### config.mk
export PLATFORM = sky130hd
export DESIGN_NAME = ibl_bus_master
export DESIGN_NICKNAME = d
export VERILOG_FILES = /design/src/ibl_pkg.sv /design/src/ibl_cycle_timer.sv /design/src/ibl_range_encoder.sv /design/src/ibl_bus_master.sv
export SDC_FILE = /design/constraint.sdc
export NUM_CORES = 1
export LEC_CHECK = 0
export BUFFER_PORTS_ARGS = -buffer_cell sky130_fd_sc_hd__buf_4
export CAP_MARGIN = 25
export CORE_ASPECT_RATIO = 1.25
export CORE_MARGIN = 3
export CORE_UTILIZATION = 42
export DETAILED_ROUTE_END_ITERATION = 7
export GPL_TIMING_DRIVEN = 1
export PLACE_DENSITY = 0.69
export SLEW_MARGIN = 20
export SYNTH_ARGS = -nofsm -noshare
export SYNTH_HDL_FRONTEND = slang
export SYNTH_SLANG_ARGS = --single-unit
### constraint.sdc
create_clock -name sys_clk_i -period 3.5 [get_ports sys_clk_i]
set_input_delay 0.7 -clock sys_clk_i [delete_from_list [all_inputs] [get_ports sys_clk_i]]
set_output_delay 0.7 -clock sys_clk_i [all_outputs]
set_load 0.005 [all_outputs]
### src/ibl_pkg.sv
// Notes on behaviour
// - top address line serves as write strobe
// - next line down serves as read strobe
// - writes are narrow positive write strobe pulses
// - eight data lines driven during writes
package ibl_pkg;

  // ***************************************
  // software register map
  // ***************************************
  localparam int unsigned REG_AW     = 8;
  localparam logic [7:0]  OFF_CTRL   = 8'h00;
  localparam logic [7:0]  OFF_RANGE  = 8'h04;
  localparam logic [7:0]  OFF_DET    = 8'h08;
  localparam logic [7:0]  OFF_STATUS = 8'h0C;
  localparam logic [7:0]  OFF_LAST   = 8'h10;
  localparam logic [7:0]  OFF_RDATA  = 8'h14;

  localparam int unsigned CTRL_RANGE_GO_BIT = 0;
  localparam int unsigned CTRL_DET_GO_BIT   = 1;
  localparam int unsigned CTRL_READ_GO_BIT  = 2;
  localparam int unsigned CTRL_RSEL_LSB     = 4;

  localparam int unsigned ST_BUSY_BIT      = 0;
  localparam int unsigned ST_LEVEL_ERR_BIT = 1;
  localparam int unsigned ST_OVERRUN_BIT   = 2;

  localparam logic [3:0] RST_LEVEL = 4'h0;
  localparam logic [7:0] RST_BYTE  = 8'h00;

  // ***************************************
  // latch select codes on address bits five..two
  // ***************************************
  localparam logic [3:0] SEL_RANGE    = 4'h6;
  localparam logic [3:0] SEL_DETECTOR = 4'h7;
  localparam logic [3:0] SEL_IDLE     = 4'h0;

  // ***************************************
  // timing
  // ***************************************
  localparam int unsigned CLK_PERIOD_NS = 40;
  localparam int unsigned SETUP_NS      = 80;
  localparam int unsigned PULSE_NS      = 200;
  localparam int unsigned HOLD_NS       = 80;
  localparam int unsigned TMR_W         = 4;
  localparam logic [TMR_W-1:0] SETUP_CYC =
    TMR_W'((SETUP_NS + CLK_PERIOD_NS - 1) / CLK_PERIOD_NS);
  localparam logic [TMR_W-1:0] PULSE_CYC =
    TMR_W'((PULSE_NS + CLK_PERIOD_NS - 1) / CLK_PERIOD_NS);
  localparam logic [TMR_W-1:0] HOLD_CYC =
    TMR_W'((HOLD_NS + CLK_PERIOD_NS - 1) / CLK_PERIOD_NS);

  // ***************************************
  // full-scale level index and range byte layout
  // ***************************************
  localparam logic [3:0] LVL_0    = 4'h0;
  localparam logic [3:0] LVL_1    = 4'h1;
  localparam logic [3:0] LVL_2    = 4'h2;
  localparam logic [3:0] LVL_5    = 4'h3;
  localparam logic [3:0] LVL_10   = 4'h4;
  localparam logic [3:0] LVL_20   = 4'h5;
  localparam logic [3:0] LVL_50   = 4'h6;
  localparam logic [3:0] LVL_100  = 4'h7;
  localparam logic [3:0] LVL_200  = 4'h8;
  localparam logic [3:0] LVL_500  = 4'h9;
  localparam logic [3:0] LVL_1000 = 4'hA;

  localparam int unsigned RNG_M1_BIT   = 0;
  localparam int unsigned RNG_M2_BIT   = 1;
  localparam int unsigned RNG_M5_BIT   = 2;
  localparam int unsigned RNG_ZERO_BIT = 3;
  localparam int unsigned RNG_D100_BIT = 4;
  localparam int unsigned RNG_D10_BIT  = 5;

  typedef enum logic [3:0] {
    ST_IDLE  = 4'b0001,
    ST_SETUP = 4'b0010,
    ST_PULSE = 4'b0100,
    ST_HOLD  = 4'b1000
  } ibl_state_e;

  // bit order matches address lines seven down to two
  typedef struct packed {
    logic       bus_write_strobe;
    logic       bus_read_strobe;
    logic [3:0] latch_select;
  } ibl_ia_s;

endpackage

### src/ibl_cycle_timer.sv
`timescale 1ns/1ps
module ibl_cycle_timer #(
  parameter int unsigned W = 4
) (
  input  wire logic         sys_clk_i,
  input  wire logic         rst_b_i,
  input  wire logic         load_i,
  input  wire logic [W-1:0] load_val_i,
  output logic              expired_o
);

  logic [W-1:0] cnt;
  logic [W-1:0] next_cnt;

  always_comb begin
    next_cnt = cnt;
    if (load_i) begin
      next_cnt = load_val_i;
    end else if (cnt != '0) begin
      next_cnt = cnt - W'(1);
    end
  end

  always_ff @(posedge sys_clk_i or negedge rst_b_i) begin
    if (!rst_b_i) begin
      cnt <= '0;
    end else begin
      cnt <= next_cnt;
    end
  end

  assign expired_o = (cnt == '0);

endmodule

### src/ibl_range_encoder.sv
`timescale 1ns/1ps
module ibl_range_encoder (
  input  wire logic [3:0] level_i,
  output logic      [7:0] range_byte_o,
  output logic            valid_o
);

  always_comb begin
    range_byte_o = 8'h00;
    valid_o      = 1'b1;
    unique case (level_i)
      ibl_pkg::LVL_1, ibl_pkg::LVL_10, ibl_pkg::LVL_100: begin
        range_byte_o[ibl_pkg::RNG_M1_BIT] = 1'b1;
      end
      ibl_pkg::LVL_2, ibl_pkg::LVL_20, ibl_pkg::LVL_200: begin
        range_byte_o[ibl_pkg::RNG_M2_BIT] = 1'b1;
      end
      ibl_pkg::LVL_5, ibl_pkg::LVL_50, ibl_pkg::LVL_500, ibl_pkg::LVL_1000: begin
        range_byte_o[ibl_pkg::RNG_M5_BIT] = 1'b1;
      end
      ibl_pkg::LVL_0: begin
        range_byte_o[ibl_pkg::RNG_ZERO_BIT] = 1'b1;
      end
      default: begin
        valid_o = 1'b0;
      end
    endcase
    // decade thermometer
    if (valid_o && level_i >= ibl_pkg::LVL_10) begin
      range_byte_o[ibl_pkg::RNG_D10_BIT] = 1'b1;
    end
    if (valid_o && level_i >= ibl_pkg::LVL_100) begin
      range_byte_o[ibl_pkg::RNG_D100_BIT] = 1'b1;
    end
  end

endmodule

### src/ibl_bus_master.sv
// The register offsets and the address-and-strobe port were decided locally.
`timescale 1ns/1ps
module ibl_bus_master (
  input  wire logic                 sys_clk_i,
  input  wire logic                 rst_b_i,
  input  wire logic [7:0]           reg_addr_i,
  input  wire logic [31:0]          reg_wdata_i,
  input  wire logic                 reg_wr_i,
  input  wire logic                 reg_rd_i,
  output logic      [31:0]          reg_rdata_o,
  output ibl_pkg::ibl_ia_s          instrument_address_lines_o,
  output logic      [7:0]           instrument_data_lines_o,
  output logic                      instrument_data_lines_oe_o,
  input  wire logic [7:0]           instrument_data_lines_i
);

  // ***************************************
  // declarations
  // ***************************************
  logic [3:0]          range_level;
  logic [7:0]          det_data;
  logic [7:0]          last_range;
  logic [7:0]          read_data;
  logic                level_err;
  logic                overrun;
  logic [31:0]         rdata;
  logic [3:0]          next_range_level;
  logic [7:0]          next_det_data;
  logic [7:0]          next_last_range;
  logic [7:0]          next_read_data;
  logic                next_level_err;
  logic                next_overrun;
  logic [31:0]         next_rdata;

  // ***************************************
  // sequencer state
  // ***************************************
  ibl_pkg::ibl_state_e state;
  ibl_pkg::ibl_state_e next_state;
  ibl_pkg::ibl_ia_s    ia;
  ibl_pkg::ibl_ia_s    next_ia;
  logic [7:0]          dout;
  logic [7:0]          next_dout;
  logic                doe;
  logic                next_doe;
  logic                is_read;
  logic                next_is_read;

  // ***************************************
  // helper wiring
  // ***************************************
  logic                   tmr_load;
  logic [ibl_pkg::TMR_W-1:0] tmr_val;
  logic                   tmr_expired;
  logic [7:0]             range_byte;
  logic                   range_valid;

  // ***************************************
  // command strobes
  // ***************************************
  logic                busy;
  logic                ctrl_wr;
  logic                status_wr;
  logic                go_range;
  logic                go_det;
  logic                go_read;
  logic                go_any;
  logic                start_ok;

  // ***************************************
  // helpers
  // ***************************************
  ibl_cycle_timer #(
    .W (ibl_pkg::TMR_W)
  ) u_timer (
    .sys_clk_i  (sys_clk_i),
    .rst_b_i    (rst_b_i),
    .load_i     (tmr_load),
    .load_val_i (tmr_val),
    .expired_o  (tmr_expired)
  );

  // ***************************************
  // range byte encoder
  // ***************************************
  ibl_range_encoder u_encoder (
    .level_i      (range_level),
    .range_byte_o (range_byte),
    .valid_o      (range_valid)
  );

  // ***************************************
  // command decode
  // ***************************************
  // busy covers the hold tail as well
  assign busy      = (state != ibl_pkg::ST_IDLE);
  assign ctrl_wr   = reg_wr_i && (reg_addr_i == ibl_pkg::OFF_CTRL);
  assign status_wr = reg_wr_i && (reg_addr_i == ibl_pkg::OFF_STATUS);
  assign go_range  = ctrl_wr && reg_wdata_i[ibl_pkg::CTRL_RANGE_GO_BIT];
  assign go_det    = ctrl_wr && reg_wdata_i[ibl_pkg::CTRL_DET_GO_BIT];
  assign go_read   = ctrl_wr && reg_wdata_i[ibl_pkg::CTRL_READ_GO_BIT];
  assign go_any    = go_range || go_det || go_read;
  // invalid level refuses a range write
  assign start_ok  = go_any && !busy && !(go_range && !range_valid);

  // ***************************************
  // software registers
  // ***************************************
  always_comb begin
    next_range_level = range_level;
    next_det_data    = det_data;
    next_level_err   = level_err;
    next_overrun     = overrun;
    if (reg_wr_i && reg_addr_i == ibl_pkg::OFF_RANGE) begin
      next_range_level = reg_wdata_i[3:0];
    end
    if (reg_wr_i && reg_addr_i == ibl_pkg::OFF_DET) begin
      next_det_data = reg_wdata_i[7:0];
    end
    // write one to clear, a new event wins over the clear
    if (status_wr && reg_wdata_i[ibl_pkg::ST_LEVEL_ERR_BIT]) begin
      next_level_err = 1'b0;
    end
    if (status_wr && reg_wdata_i[ibl_pkg::ST_OVERRUN_BIT]) begin
      next_overrun = 1'b0;
    end
    if (go_range && !busy && !range_valid) begin
      next_level_err = 1'b1;
    end
    // a go while busy is dropped, not queued
    if (go_any && busy) begin
      next_overrun = 1'b1;
    end
  end

  // ***************************************
  // software register storage
  // ***************************************
  always_ff @(posedge sys_clk_i or negedge rst_b_i) begin
    if (!rst_b_i) begin
      range_level <= ibl_pkg::RST_LEVEL;
      det_data    <= ibl_pkg::RST_BYTE;
      level_err   <= 1'b0;
      overrun     <= 1'b0;
    end else begin
      range_level <= next_range_level;
      det_data    <= next_det_data;
      level_err   <= next_level_err;
      overrun     <= next_overrun;
    end
  end

  // ***************************************
  // register read port
  // ***************************************
  // read data stand for one cycle, else zero
  always_comb begin
    next_rdata = 32'h0000_0000;
    if (reg_rd_i) begin
      unique case (reg_addr_i)
        ibl_pkg::OFF_RANGE: begin
          next_rdata = {28'h000_0000, range_level};
        end
        ibl_pkg::OFF_DET: begin
          next_rdata = {24'h00_0000, det_data};
        end
        ibl_pkg::OFF_STATUS: begin
          next_rdata[ibl_pkg::ST_BUSY_BIT]      = busy;
          next_rdata[ibl_pkg::ST_LEVEL_ERR_BIT] = level_err;
          next_rdata[ibl_pkg::ST_OVERRUN_BIT]   = overrun;
        end
        ibl_pkg::OFF_LAST: begin
          next_rdata = {24'h00_0000, last_range};
        end
        ibl_pkg::OFF_RDATA: begin
          next_rdata = {24'h00_0000, read_data};
        end
        default: begin
          next_rdata = 32'h0000_0000;
        end
      endcase
    end
  end

  always_ff @(posedge sys_clk_i or negedge rst_b_i) begin
    if (!rst_b_i) begin
      rdata <= 32'h0000_0000;
    end else begin
      rdata <= next_rdata;
    end
  end

  assign reg_rdata_o = rdata;

  // ***************************************
  // instrument bus sequencer
  // ***************************************
  always_comb begin
    next_state      = state;
    next_ia         = ia;
    next_dout       = dout;
    next_doe        = doe;
    next_is_read    = is_read;
    next_last_range = last_range;
    next_read_data  = read_data;
    tmr_load        = 1'b0;
    tmr_val         = '0;
    unique case (state)
      ibl_pkg::ST_IDLE: begin
        if (start_ok) begin
          next_state    = ibl_pkg::ST_SETUP;
          // timer ends at zero, so load one less
          tmr_load      = 1'b1;
          tmr_val       = ibl_pkg::SETUP_CYC - ibl_pkg::TMR_W'(1);
          next_is_read  = 1'b0;
          next_doe      = 1'b1;
          if (go_range) begin
            next_ia.latch_select = ibl_pkg::SEL_RANGE;
            next_dout            = range_byte;
          end else if (go_det) begin
            next_ia.latch_select = ibl_pkg::SEL_DETECTOR;
            next_dout            = det_data;
          end else begin
            // read select is free; unused codes see a floating bus
            next_ia.latch_select = reg_wdata_i[ibl_pkg::CTRL_RSEL_LSB +: 4];
            next_is_read         = 1'b1;
            next_doe             = 1'b0;
          end
        end
      end
      ibl_pkg::ST_SETUP: begin
        if (tmr_expired) begin
          next_state = ibl_pkg::ST_PULSE;
          tmr_load   = 1'b1;
          tmr_val    = ibl_pkg::PULSE_CYC - ibl_pkg::TMR_W'(1);
          if (is_read) begin
            next_ia.bus_read_strobe = 1'b1;
          end else begin
            next_ia.bus_write_strobe = 1'b1;
          end
        end
      end
      ibl_pkg::ST_PULSE: begin
        if (tmr_expired) begin
          // falling edge latches the data on the board
          next_state               = ibl_pkg::ST_HOLD;
          tmr_load                 = 1'b1;
          tmr_val                  = ibl_pkg::HOLD_CYC - ibl_pkg::TMR_W'(1);
          next_ia.bus_write_strobe = 1'b0;
          next_ia.bus_read_strobe  = 1'b0;
          // board data sampled while the read strobe still stands
          if (is_read) begin
            next_read_data = instrument_data_lines_i;
          end else if (ia.latch_select == ibl_pkg::SEL_RANGE) begin
            next_last_range = dout;
          end
        end
      end
      ibl_pkg::ST_HOLD: begin
        // select and data outlast the strobe fall
        if (tmr_expired) begin
          next_state           = ibl_pkg::ST_IDLE;
          next_ia.latch_select = ibl_pkg::SEL_IDLE;
          next_doe             = 1'b0;
        end
      end
      default: begin
        next_state = ibl_pkg::ST_IDLE;
        next_ia    = '0;
        next_doe   = 1'b0;
      end
    endcase
  end

  // ***************************************
  // sequencer registers
  // ***************************************
  // a reset in mid-pulse ends the strobe at once
  always_ff @(posedge sys_clk_i or negedge rst_b_i) begin
    if (!rst_b_i) begin
      state      <= ibl_pkg::ST_IDLE;
      ia         <= '0;
      dout       <= ibl_pkg::RST_BYTE;
      doe        <= 1'b0;
      is_read    <= 1'b0;
      last_range <= ibl_pkg::RST_BYTE;
      read_data  <= ibl_pkg::RST_BYTE;
    end else begin
      state      <= next_state;
      ia         <= next_ia;
      dout       <= next_dout;
      doe        <= next_doe;
      is_read    <= next_is_read;
      last_range <= next_last_range;
      read_data  <= next_read_data;
    end
  end

  // ***************************************
  // instrument bus outputs
  // ***************************************
  assign instrument_address_lines_o = ia;
  assign instrument_data_lines_o    = dout;
  assign instrument_data_lines_oe_o = doe;

endmodule

==> results of run 1 <==
## cell type report
cell class / instances / area share [%]
Clock buffer: 10 / 3.474
Clock inverter: 6 / 2.148
Inverter: 10 / 0.9476
Multi-Input combinational cell: 219 / 41.76
Sequential cell: 62 / 39.20
Tap cell: 95 / 3.001
Timing Repair Buffer: 50 / 9.476
## through the flow
| step | cell area (µm²) | power (mW) |
|---|---|---|
| floorplan | 3482 | 0.9957 |
| global placement | 3739 | 1.052 |
| detailed placement | 3739 | 1.060 |
| CTS | 3961 | 1.763 |
| global route | 3961 | 1.830 |
| finish | 3961 | 1.741 |
## power breakdown
part	leakage [nW]	internal, mW	switching (mW)
Sequential	0.829	0.757	0.0378
Combinational	0.899	0.112	0.136
Clock	0.108	0.417	0.280
## logic make-up after synthesis
kind of cell | count (synthesis) | share of synthesized area, %
other cells | 1 | 0.1104
simple gates | 91 | 18.50
flops | 62 | 45.73
fa+ha+maj | 2 | 0.7368
xor+xnor | 4 | 1.032
mux | 42 | 13.74
buf+inv | 46 | 8.106
compound gates | 56 | 12.05
## path summary, 6_finish.rpt
path                                                       to  slack, ns
worst min register to register  instrument_address_lines_o[5]       0.50
max in group asynchronous                      u_timer.cnt[2]       2.56
min in group sys_clk_i          instrument_address_lines_o[5]       0.50
worst max-delay path                            last_range[4]       1.31
worst min-delay path                           reg_rdata_o[1]       0.44
worst max register to register                  last_range[4]       1.31
## sequential cells by signal, summed over array words and instances (netlist names)
signal,cells
level_err,1
instrument_data_lines_o,8
overrun,1
last_range,8
read_data,8
det_data,8
instrument_address_lines_o,6
state,4
reg_rdata_o,8
range_level,4
is_read,1
instrument_data_lines_oe_o,1
u_timer.cnt,4
## cell usage after synthesis (all sizes together), types with 5 or more instances
master / instances / area, µm²
a21oi: 7 / 35.03
a22oi: 6 / 45.04
a2bb2oi: 6 / 52.55
buf: 30 / 215.2
clkbuf: 6 / 22.52
dfrtp: 61 / 1526
inv: 10 / 37.54
mux2: 37 / 416.7
mux2i: 5 / 50.05
nand2: 15 / 58.81
nand3: 6 / 35.03
nor2: 18 / 70.07
nor2b: 8 / 50.05
nor3: 10 / 72.57
nor3b: 5 / 53.80
nor4: 7 / 73.82
o21ai: 12 / 63.81
## placed cells by master, fill, tap and decap left out, drive strengths merged, types with 7 or more instances in the layout
cell type  netlist  final
nor4             7      7
nand2           15     15
nor2b            8      8
o21ai           12     12
a21oi            7      7
nor3            10     10
mux2            37     37
conb             1     24
inv             10     10
dfrtp           61     61
clkbuf           6     10
nor2            18     18
buf             30     50
## routing by layer
layer / track usage (%) / vias up
met5: 0 / -
met1: 22.82 / 1189
met2: 25.27 / 71
met4: 7.238 / 0
met3: 3.256 / 12
li1: - / 1153
==> flow_metrics.tcl, run 1 <==
set metrics [dict create \
    status "finished, final reports clean" \
    synth-edff-count 0 \
    wl_um 7176 \
    wl_met1_um 3120 \
    yosysUniqueCellTypes 62 \
    cellPowerDensity_nw_per_um2 439.5 \
    gr-total-overflow 0 \
    timing.final.hold_violations 0 \
    ff_latch_area_um2 1553 \
    grt_max_degree 63 \
    startpoint_type "flop" \
    hold_ws_ns 0.4390 \
    end_kind "flop" \
    setup_viol 0 \
    fillCellCount 718 \
    setup_slack_ns 1.307 \
    io_pins 99 \
    timing.fmax_ghz 0.4561 \
    route.met2.wl_um 3498 \
    clock-root-buffer "clkbuf_8" \
    gp_congestion 0.8049 \
    drv_cap 0 \
    finalCritPeriodShare_pct 62.65 \
    clock-skew-final_ns 0.007816 \
    rows 36 \
    hold_buffers 0 \
    grt_pass1_vias 2363 \
    grt_pass1_wl_um 11990 \
    slew_headroom_pct 47.50 \
    initial_core_util_pct 43.33 \
    critPathTopFamily "simple AND/OR/NAND/NOR gates" \
    io_buffers 50 \
    syn_area_um2 3396 \
    initialDrtViolationCount 157 \
    post-cts-setup-buffer-count 0 \
    path_class "reg -> reg" \
    cp_slowest_cell "nor3b_2" \
    multiInputGateArea_um2 1654 \
    cts_sinks 62 \
    final_nets 406 \
    synth.ff_latch_count 62 \
    die_w_um 86.43 \
    rsz0062_at_grt "false" \
    die_h_um 106.5 \
    insertedDiodeCount 0 \
    clkTransAtPathRegs_ns 0.07 \
    crit_path_max_fanout 10 \
    dp_hpwl_um 5397 \
    crit_chain "inv_1, ha_1, nor3b_2, nand4_2, mux2_2" \
    area.growth.synth_to_final_pct 16.65 \
    final_max_slew_viol_count 0 \
    cp.arrival_ns 2.42 \
    min_path_type "in -> async" \
    wl_met3_um 438 \
    worst-path-buf-inv 1 \
    grt.total_usage_pct 16.60 \
    clk-insertion-delay-late_ns 0.34 \
    htreeDepth 3 \
    cp.required_ns 3.73 \
    cts_resized 0 \
    min_period_ns 2.193 \
    routedWlPerCell_um 15.88 \
    crit_start "u_timer.cnt[0]" \
    syn_avg_cell_area_um2 11.17 \
    critical_path_depth 5 \
    async_flop_share_pct 100.0 \
    drive_gt1_share_pct 35.01 \
    worstRegToRegCells 5 \
    syn-instance-count 304 \
    crit_path_max_incr_delay_ns 0.54 \
    synth_flop_cell "dfrtp_1" \
    drtAntennaViolNets 0 \
    worst_pin_slew_ns 0.7765 \
    r2r_start "u_timer.cnt[0]" \
    leakagePower_nw 1.836 \
    cts_buffers 9 \
    die-area_um2 9207 \
    final_util_pct 50.54 \
    firstDrtPassIters 4 \
    drc 0 \
    cts_tree "done" \
    post-place-ws_ns 1.038 \
    coreArea_um2 7838 \
    highest_layer "met4" \
    num_vias 2425 \
    fin_tns_setup_ns 0 \
    vdd_drop_max_v 0.0001935 \
    clockBufferDepth 2 \
    final_cell_count_no_fill 452 \
    yosys_warnings 0 \
    vias_per_cell 5.365 \
    antenna_found_initial 0 \
    yosysSeqAreaShare_pct 45.73 \
    place_inst 436 \
]
Power figures use the tool's default switching activity.
==> run 2, diff against run 1 <==
Settings changed: PLACE_DENSITY 0.69 to 0.72.
Clock period 3.5 ns to 2 ns, I/O delays scaled along.
==> run 2 against run 1 <==
The flow now finishes with violations (setup timing). First-iteration DRC count fell by 8.9%. Critical path depth rose by 2. Global-route usage rose by 1.1 points. Die area did not move. Clock skew fell by 0.0017 ns. Critical path type unchanged. Largest cell class unchanged.
==> flow_metrics.tcl, run 2 (synthesized netlist as in run 1, its figures left out) <==
set metrics [dict create \
    drv_cap 0 \
    num_vias 2535 \
    die_w_um 86.43 \
    area.growth.synth_to_final_pct 20.93 \
    status "complete, but fails checks" \
    finalCritPeriodShare_pct 100.1 \
    intPower_mw 2.093 \
    antenna_found_initial 0 \
    setup_slack_ns -0.001759 \
    insertedDiodeCount 0 \
    firstDrtPassIters 4 \
    timing.fmax_ghz 0.4996 \
    power.share.combinational_pct 19.9 \
    sw_frac_of_total_pct 28.30 \
    drtAntennaViolNets 0 \
    die-area_um2 9207 \
    hold_ws_ns 0.1211 \
    violations "setup timing" \
    timing.final.hold_violations 0 \
    htreeDepth 3 \
    cp.required_ns 2.22 \
    cts_buffers 9 \
    drc 0 \
    layout_commonest_cell "buf_4" \
    grt.total_usage_pct 17.65 \
    vias_per_cell 5.371 \
    coreArea_um2 7838 \
    final_area_um2 4106 \
    final_nets 426 \
    grt_pass1_wl_um 12560 \
    setup_viol 1 \
    switchingPower_mw 0.8260 \
    startpoint_type "flop" \
    vdd_drop_max_v 0.0003428 \
    layout_common_cells "70 x buf_4, 61 x dfrtp_1, 37 x mux2_2" \
    routedWlPerCell_um 16.39 \
    postPlaceCellArea_um2 3866 \
    final_cell_count_no_fill 472 \
    wl_um 7735 \
    rows 36 \
    min_period_ns 2.002 \
    cts_tree "done" \
    worst_pin_slew_ns 0.7864 \
    power_frac_clock_pct 32.4 \
    cp.arrival_ns 2.22 \
    min_path_type "in -> async" \
    gr-total-overflow 0 \
    initial_core_util_pct 43.33 \
    grt_pass1_vias 2475 \
    end_kind "flop" \
    clkTransAtPathRegs_ns 0.06 \
    clk-insertion-delay-late_ns 0.35 \
    r2r_start "u_timer.cnt[0]" \
    cts_sinks 62 \
    clock-skew-final_ns 0.006136 \
    initialDrtViolationCount 143 \
    gp_congestion 0.8457 \
    slew_headroom_pct 47.57 \
    clock-root-buffer "clkbuf_8" \
    io_pins 99 \
    place_inst 453 \
    drive_gt1_share_pct 39.79 \
    path_class "reg -> reg" \
    p_seq_share_pct 47.7 \
    die_h_um 106.5 \
    io_buffers 50 \
    clockBufferDepth 2 \
    crit_start "u_timer.cnt[0]" \
    crit_path_max_fanout 5 \
    final_util_pct 52.39 \
    rsz0062_at_grt "true" \
    leakagePower_nw 1.922 \
    final_max_slew_viol_count 0 \
    dp_hpwl_um 5707 \
    grt_max_degree 63 \
    cellPowerDensity_nw_per_um2 710.8 \
]
[run 2: worst max-delay path: stages, from the launching register on]
cell      delay [ns]
dfrtp_1         0.40
inv_2           0.10
ha_4            0.14
or3b_4          0.38
a311o_1         0.36
a211oi_2        0.23
buf_4           0.19
o22ai_2         0.09
[run 2: path summary, 6_finish.rpt]
check                                                endpoint  slack [ns]  cells after the start
worst max-delay path            instrument_address_lines_o[3]      -0.002                      7
worst min-delay path                             read_data[3]        0.12                      1
worst max register to register  instrument_address_lines_o[3]      -0.002                      7
worst min register to register  instrument_address_lines_o[5]        0.49                      1
max in group asynchronous                        read_data[2]        1.35                      1
min in group sys_clk_i                                overrun        0.26                      2
[run 2: area by class of cell]
cell class                      instances  area, µm²
Clock buffer                           14      152.6
Clock inverter                          2      10.01
Fill cell                             719       3731
Inverter                               10      37.54
Multi-Input combinational cell        219       1709
Sequential cell                        62       1553
Tap cell                               95      118.9
Timing Repair Buffer                   70      525.5
[run 2: through the flow]
| stage | total power [mW] | setup slack [ns] | setup TNS (ns) |
|---|---|---|---|
| 5_1_grt | 3.078 | -0.03892 | -0.1310 |
| 3_5_place_dp | 1.902 | 0.03267 | 0 |
| 3_3_place_gp | 1.876 | 0.07594 | 0 |
| 2_1_floorplan | 1.742 | 0.1399 | 0 |
| 6_report | 2.919 | -0.001759 | -0.001759 |
| 4_1_cts | 2.851 | 0.02080 | 0 |
[run 2: routing by layer]
layer,vias to the layer above,routed length [µm],global-route usage (%)
li1,1194,-,-
met1,1239,3158,23.18
met2,90,3931,27.79
met3,12,512,4.496
met4,0,131,6.793
met5,-,0,0
[run 2: timing repair]
action | 4_1_cts | 5_1_grt
setup endpoints to repair | 0 | 16
resized for setup | 0 | 12
buffers inserted | 0 | 3
hold buffers | 0 | 0
[run 2: power groups by stage]
stage                     combinational (mW)  clock [mW]  sequential (mW)
after floorplan                        0.354           0             1.39
after global placement                 0.470           0             1.41
after detailed placement               0.493           0             1.41
after CTS                              0.495       0.970             1.39
after global routing                   0.650        1.03             1.40
final                                  0.581       0.947             1.39
==> run 3, diff against run 2 <==
==> constraint.sdc (replaced) <==
create_clock -name sys_clk_i -period 2 [get_ports sys_clk_i]
set_input_delay 0.5 -clock sys_clk_i [delete_from_list [all_inputs] [get_ports sys_clk_i]]
set_output_delay 0.5 -clock sys_clk_i [all_outputs]
set_load 0.1 [all_outputs]
==> run 3 against run 2 <==
The run now ends clean. Fmax up 5.3%. Non-clock buffer count rose by 9. Register-to-register slack better by 0.10 ns. Worst hold slack worse by 0.012 ns.
==> flow_metrics.tcl, run 3 (synthesized netlist as in run 1, its figures left out) <==
set metrics [dict create \
    die-area_um2 9207 \
    rows 36 \
    cp.required_ns 2.23 \
    status "finished, final reports clean" \
    gp_congestion 0.8504 \
    layout_common_cells "79 x buf_4, 60 x dfrtp_1, 37 x mux2_2" \
    crit_start "u_timer.cnt[0]" \
    layout_commonest_cell "buf_4" \
    drive_gt1_share_pct 41.71 \
    power.share.combinational_pct 24.3 \
    wl_um 7672 \
    cellPowerDensity_nw_per_um2 778.2 \
    die_h_um 106.5 \
    coreArea_um2 7838 \
    startpoint_type "flop" \
    clkTransAtPathRegs_ns 0.07 \
    routedWlPerCell_um 15.95 \
    vdd_drop_max_v 0.0004319 \
    final_nets 435 \
    grt_max_degree 40 \
    antenna_found_initial 0 \
    htreeDepth 3 \
    cts_tree "done" \
    io_pins 99 \
    p_seq_share_pct 42.8 \
    rsz0062_at_grt "false" \
    gr-total-overflow 0 \
    r2r_slack_ns 0.1 \
    clockBufferDepth 2 \
    setup_slack_ns 0.09934 \
    drv_cap 0 \
    sw_frac_of_total_pct 33.15 \
    num_vias 2497 \
    firstDrtPassIters 4 \
    final_max_slew_viol_count 0 \
    clk-insertion-delay-late_ns 0.36 \
    cp.arrival_ns 2.13 \
    fin_tns_setup_ns 0 \
    power_frac_clock_pct 32.8 \
    timing.final.hold_violations 0 \
    cts_buffers 9 \
    switchingPower_mw 1.076 \
    path_class "reg -> reg" \
    grt_pass1_wl_um 12570 \
    leakagePower_nw 1.967 \
    drc 0 \
    grt_pass1_vias 2569 \
    drtAntennaViolNets 0 \
    initialDrtViolationCount 149 \
    finalCritPeriodShare_pct 95.03 \
    clock-skew-final_ns 0.007687 \
    clock-root-buffer "clkbuf_8" \
    end_kind "flop" \
    setup_viol 0 \
    area.growth.synth_to_final_pct 22.84 \
    min_period_ns 1.901 \
    timing.fmax_ghz 0.5261 \
    worstRegToRegCells 7 \
    crit_path_max_fanout 5 \
    r2r_start "u_timer.cnt[0]" \
    min_path_type "in -> async" \
    io_buffers 50 \
    initial_core_util_pct 43.33 \
    vias_per_cell 5.191 \
    worst_pin_slew_ns 0.5071 \
    insertedDiodeCount 0 \
    intPower_mw 2.170 \
    die_w_um 86.43 \
    cts_sinks 62 \
    grt.total_usage_pct 17.93 \
    slew_headroom_pct 66.19 \
    dp_hpwl_um 5779 \
    reg2reg_to "instrument_address_lines_o[3]" \
    post-place-ws_ns 0.002749 \
    total_power_mw 3.246 \
]
## run 3: cell types whose count changed in the layout (fill, tap and decap cells not counted), moves of 2 or more
cell,delta
clkbuf_1,-4
o22ai_1,+2
o22ai_2,-2
clkinvlp_4,+2
buf_4,+9
clkinv_2,+2
## run 3: area by class of cell
class | instances | area, µm²
Clock buffer | 9 | 123.9
Clock inverter | 7 | 65.06
Fill cell | 717 | 3666
Inverter | 10 | 37.54
Multi-Input combinational cell | 219 | 1679
Sequential cell | 62 | 1554
Tap cell | 95 | 118.9
Timing Repair Buffer | 79 | 593.1
## run 3: worst max-delay path by stage
stage | slack [ns] | to | cells past startpoint
after detailed placement | 0.003 | det_data[4] | 5
after floorplan | 0.09 | last_range[0] | 3
after global placement | 0.02 | instrument_data_lines_o[0] | 5
after global routing | 0.005 | instrument_address_lines_o[3] | 7
final | 0.1 | instrument_address_lines_o[3] | 7
after CTS | 0.02 | instrument_address_lines_o[3] | 7
## run 3: per-layer routing
layer / share of wire, % / up-vias / GRT usage, % / wire length (µm)
li1: - / 1201 / - / -
met4: 2.3 / 0 / 9.911 / 173
met1: 42 / 1225 / 22.10 / 3189
met2: 51 / 57 / 29.38 / 3946
met5: 0 / - / 0 / 0
met3: 4.7 / 14 / 3.101 / 363
## run 3: through the flow
step                      util [%]  instance area (µm²)  hold slack [ns]  instances
final                        53.22                 4172           0.1087        481
after floorplan                  -                 3483           0.2044        327
after detailed placement     50.40                 3950           0.4792        464
after global routing         53.22                 4172           0.1378        481
after global placement       50.40                 3950           0.4799        464
after CTS                    52.81                 4139           0.1273        480
## run 3: what timing repair did
| item | in CTS | in global routing |
|---|---|---|
| hold buffers | 0 | 0 |
| gates resized for setup | 0 | 7 |
| buffers inserted | 0 | 1 |
| hold endpoints to repair | 0 | 0 |
| endpoints found under the setup margin | 0 | 15 |
## run 3: critical path, stage by stage (launching register included)
cell and delay, ns:
dfrtp_1 0.40, inv_2 0.10, ha_4 0.14, or3b_4 0.38, a311o_1 0.31, a211oi_2 0.18, buf_4 0.18, o22ai_1 0.08
## run 3: power groups by stage
stage	combinational, mW	clock [mW]	sequential [mW]
floorplan	0.541	0	1.43
global placement	0.717	0	1.41
detailed placement	0.732	0	1.41
CTS	0.738	1.10	1.38
global route	0.858	1.15	1.40
finish	0.790	1.07	1.39
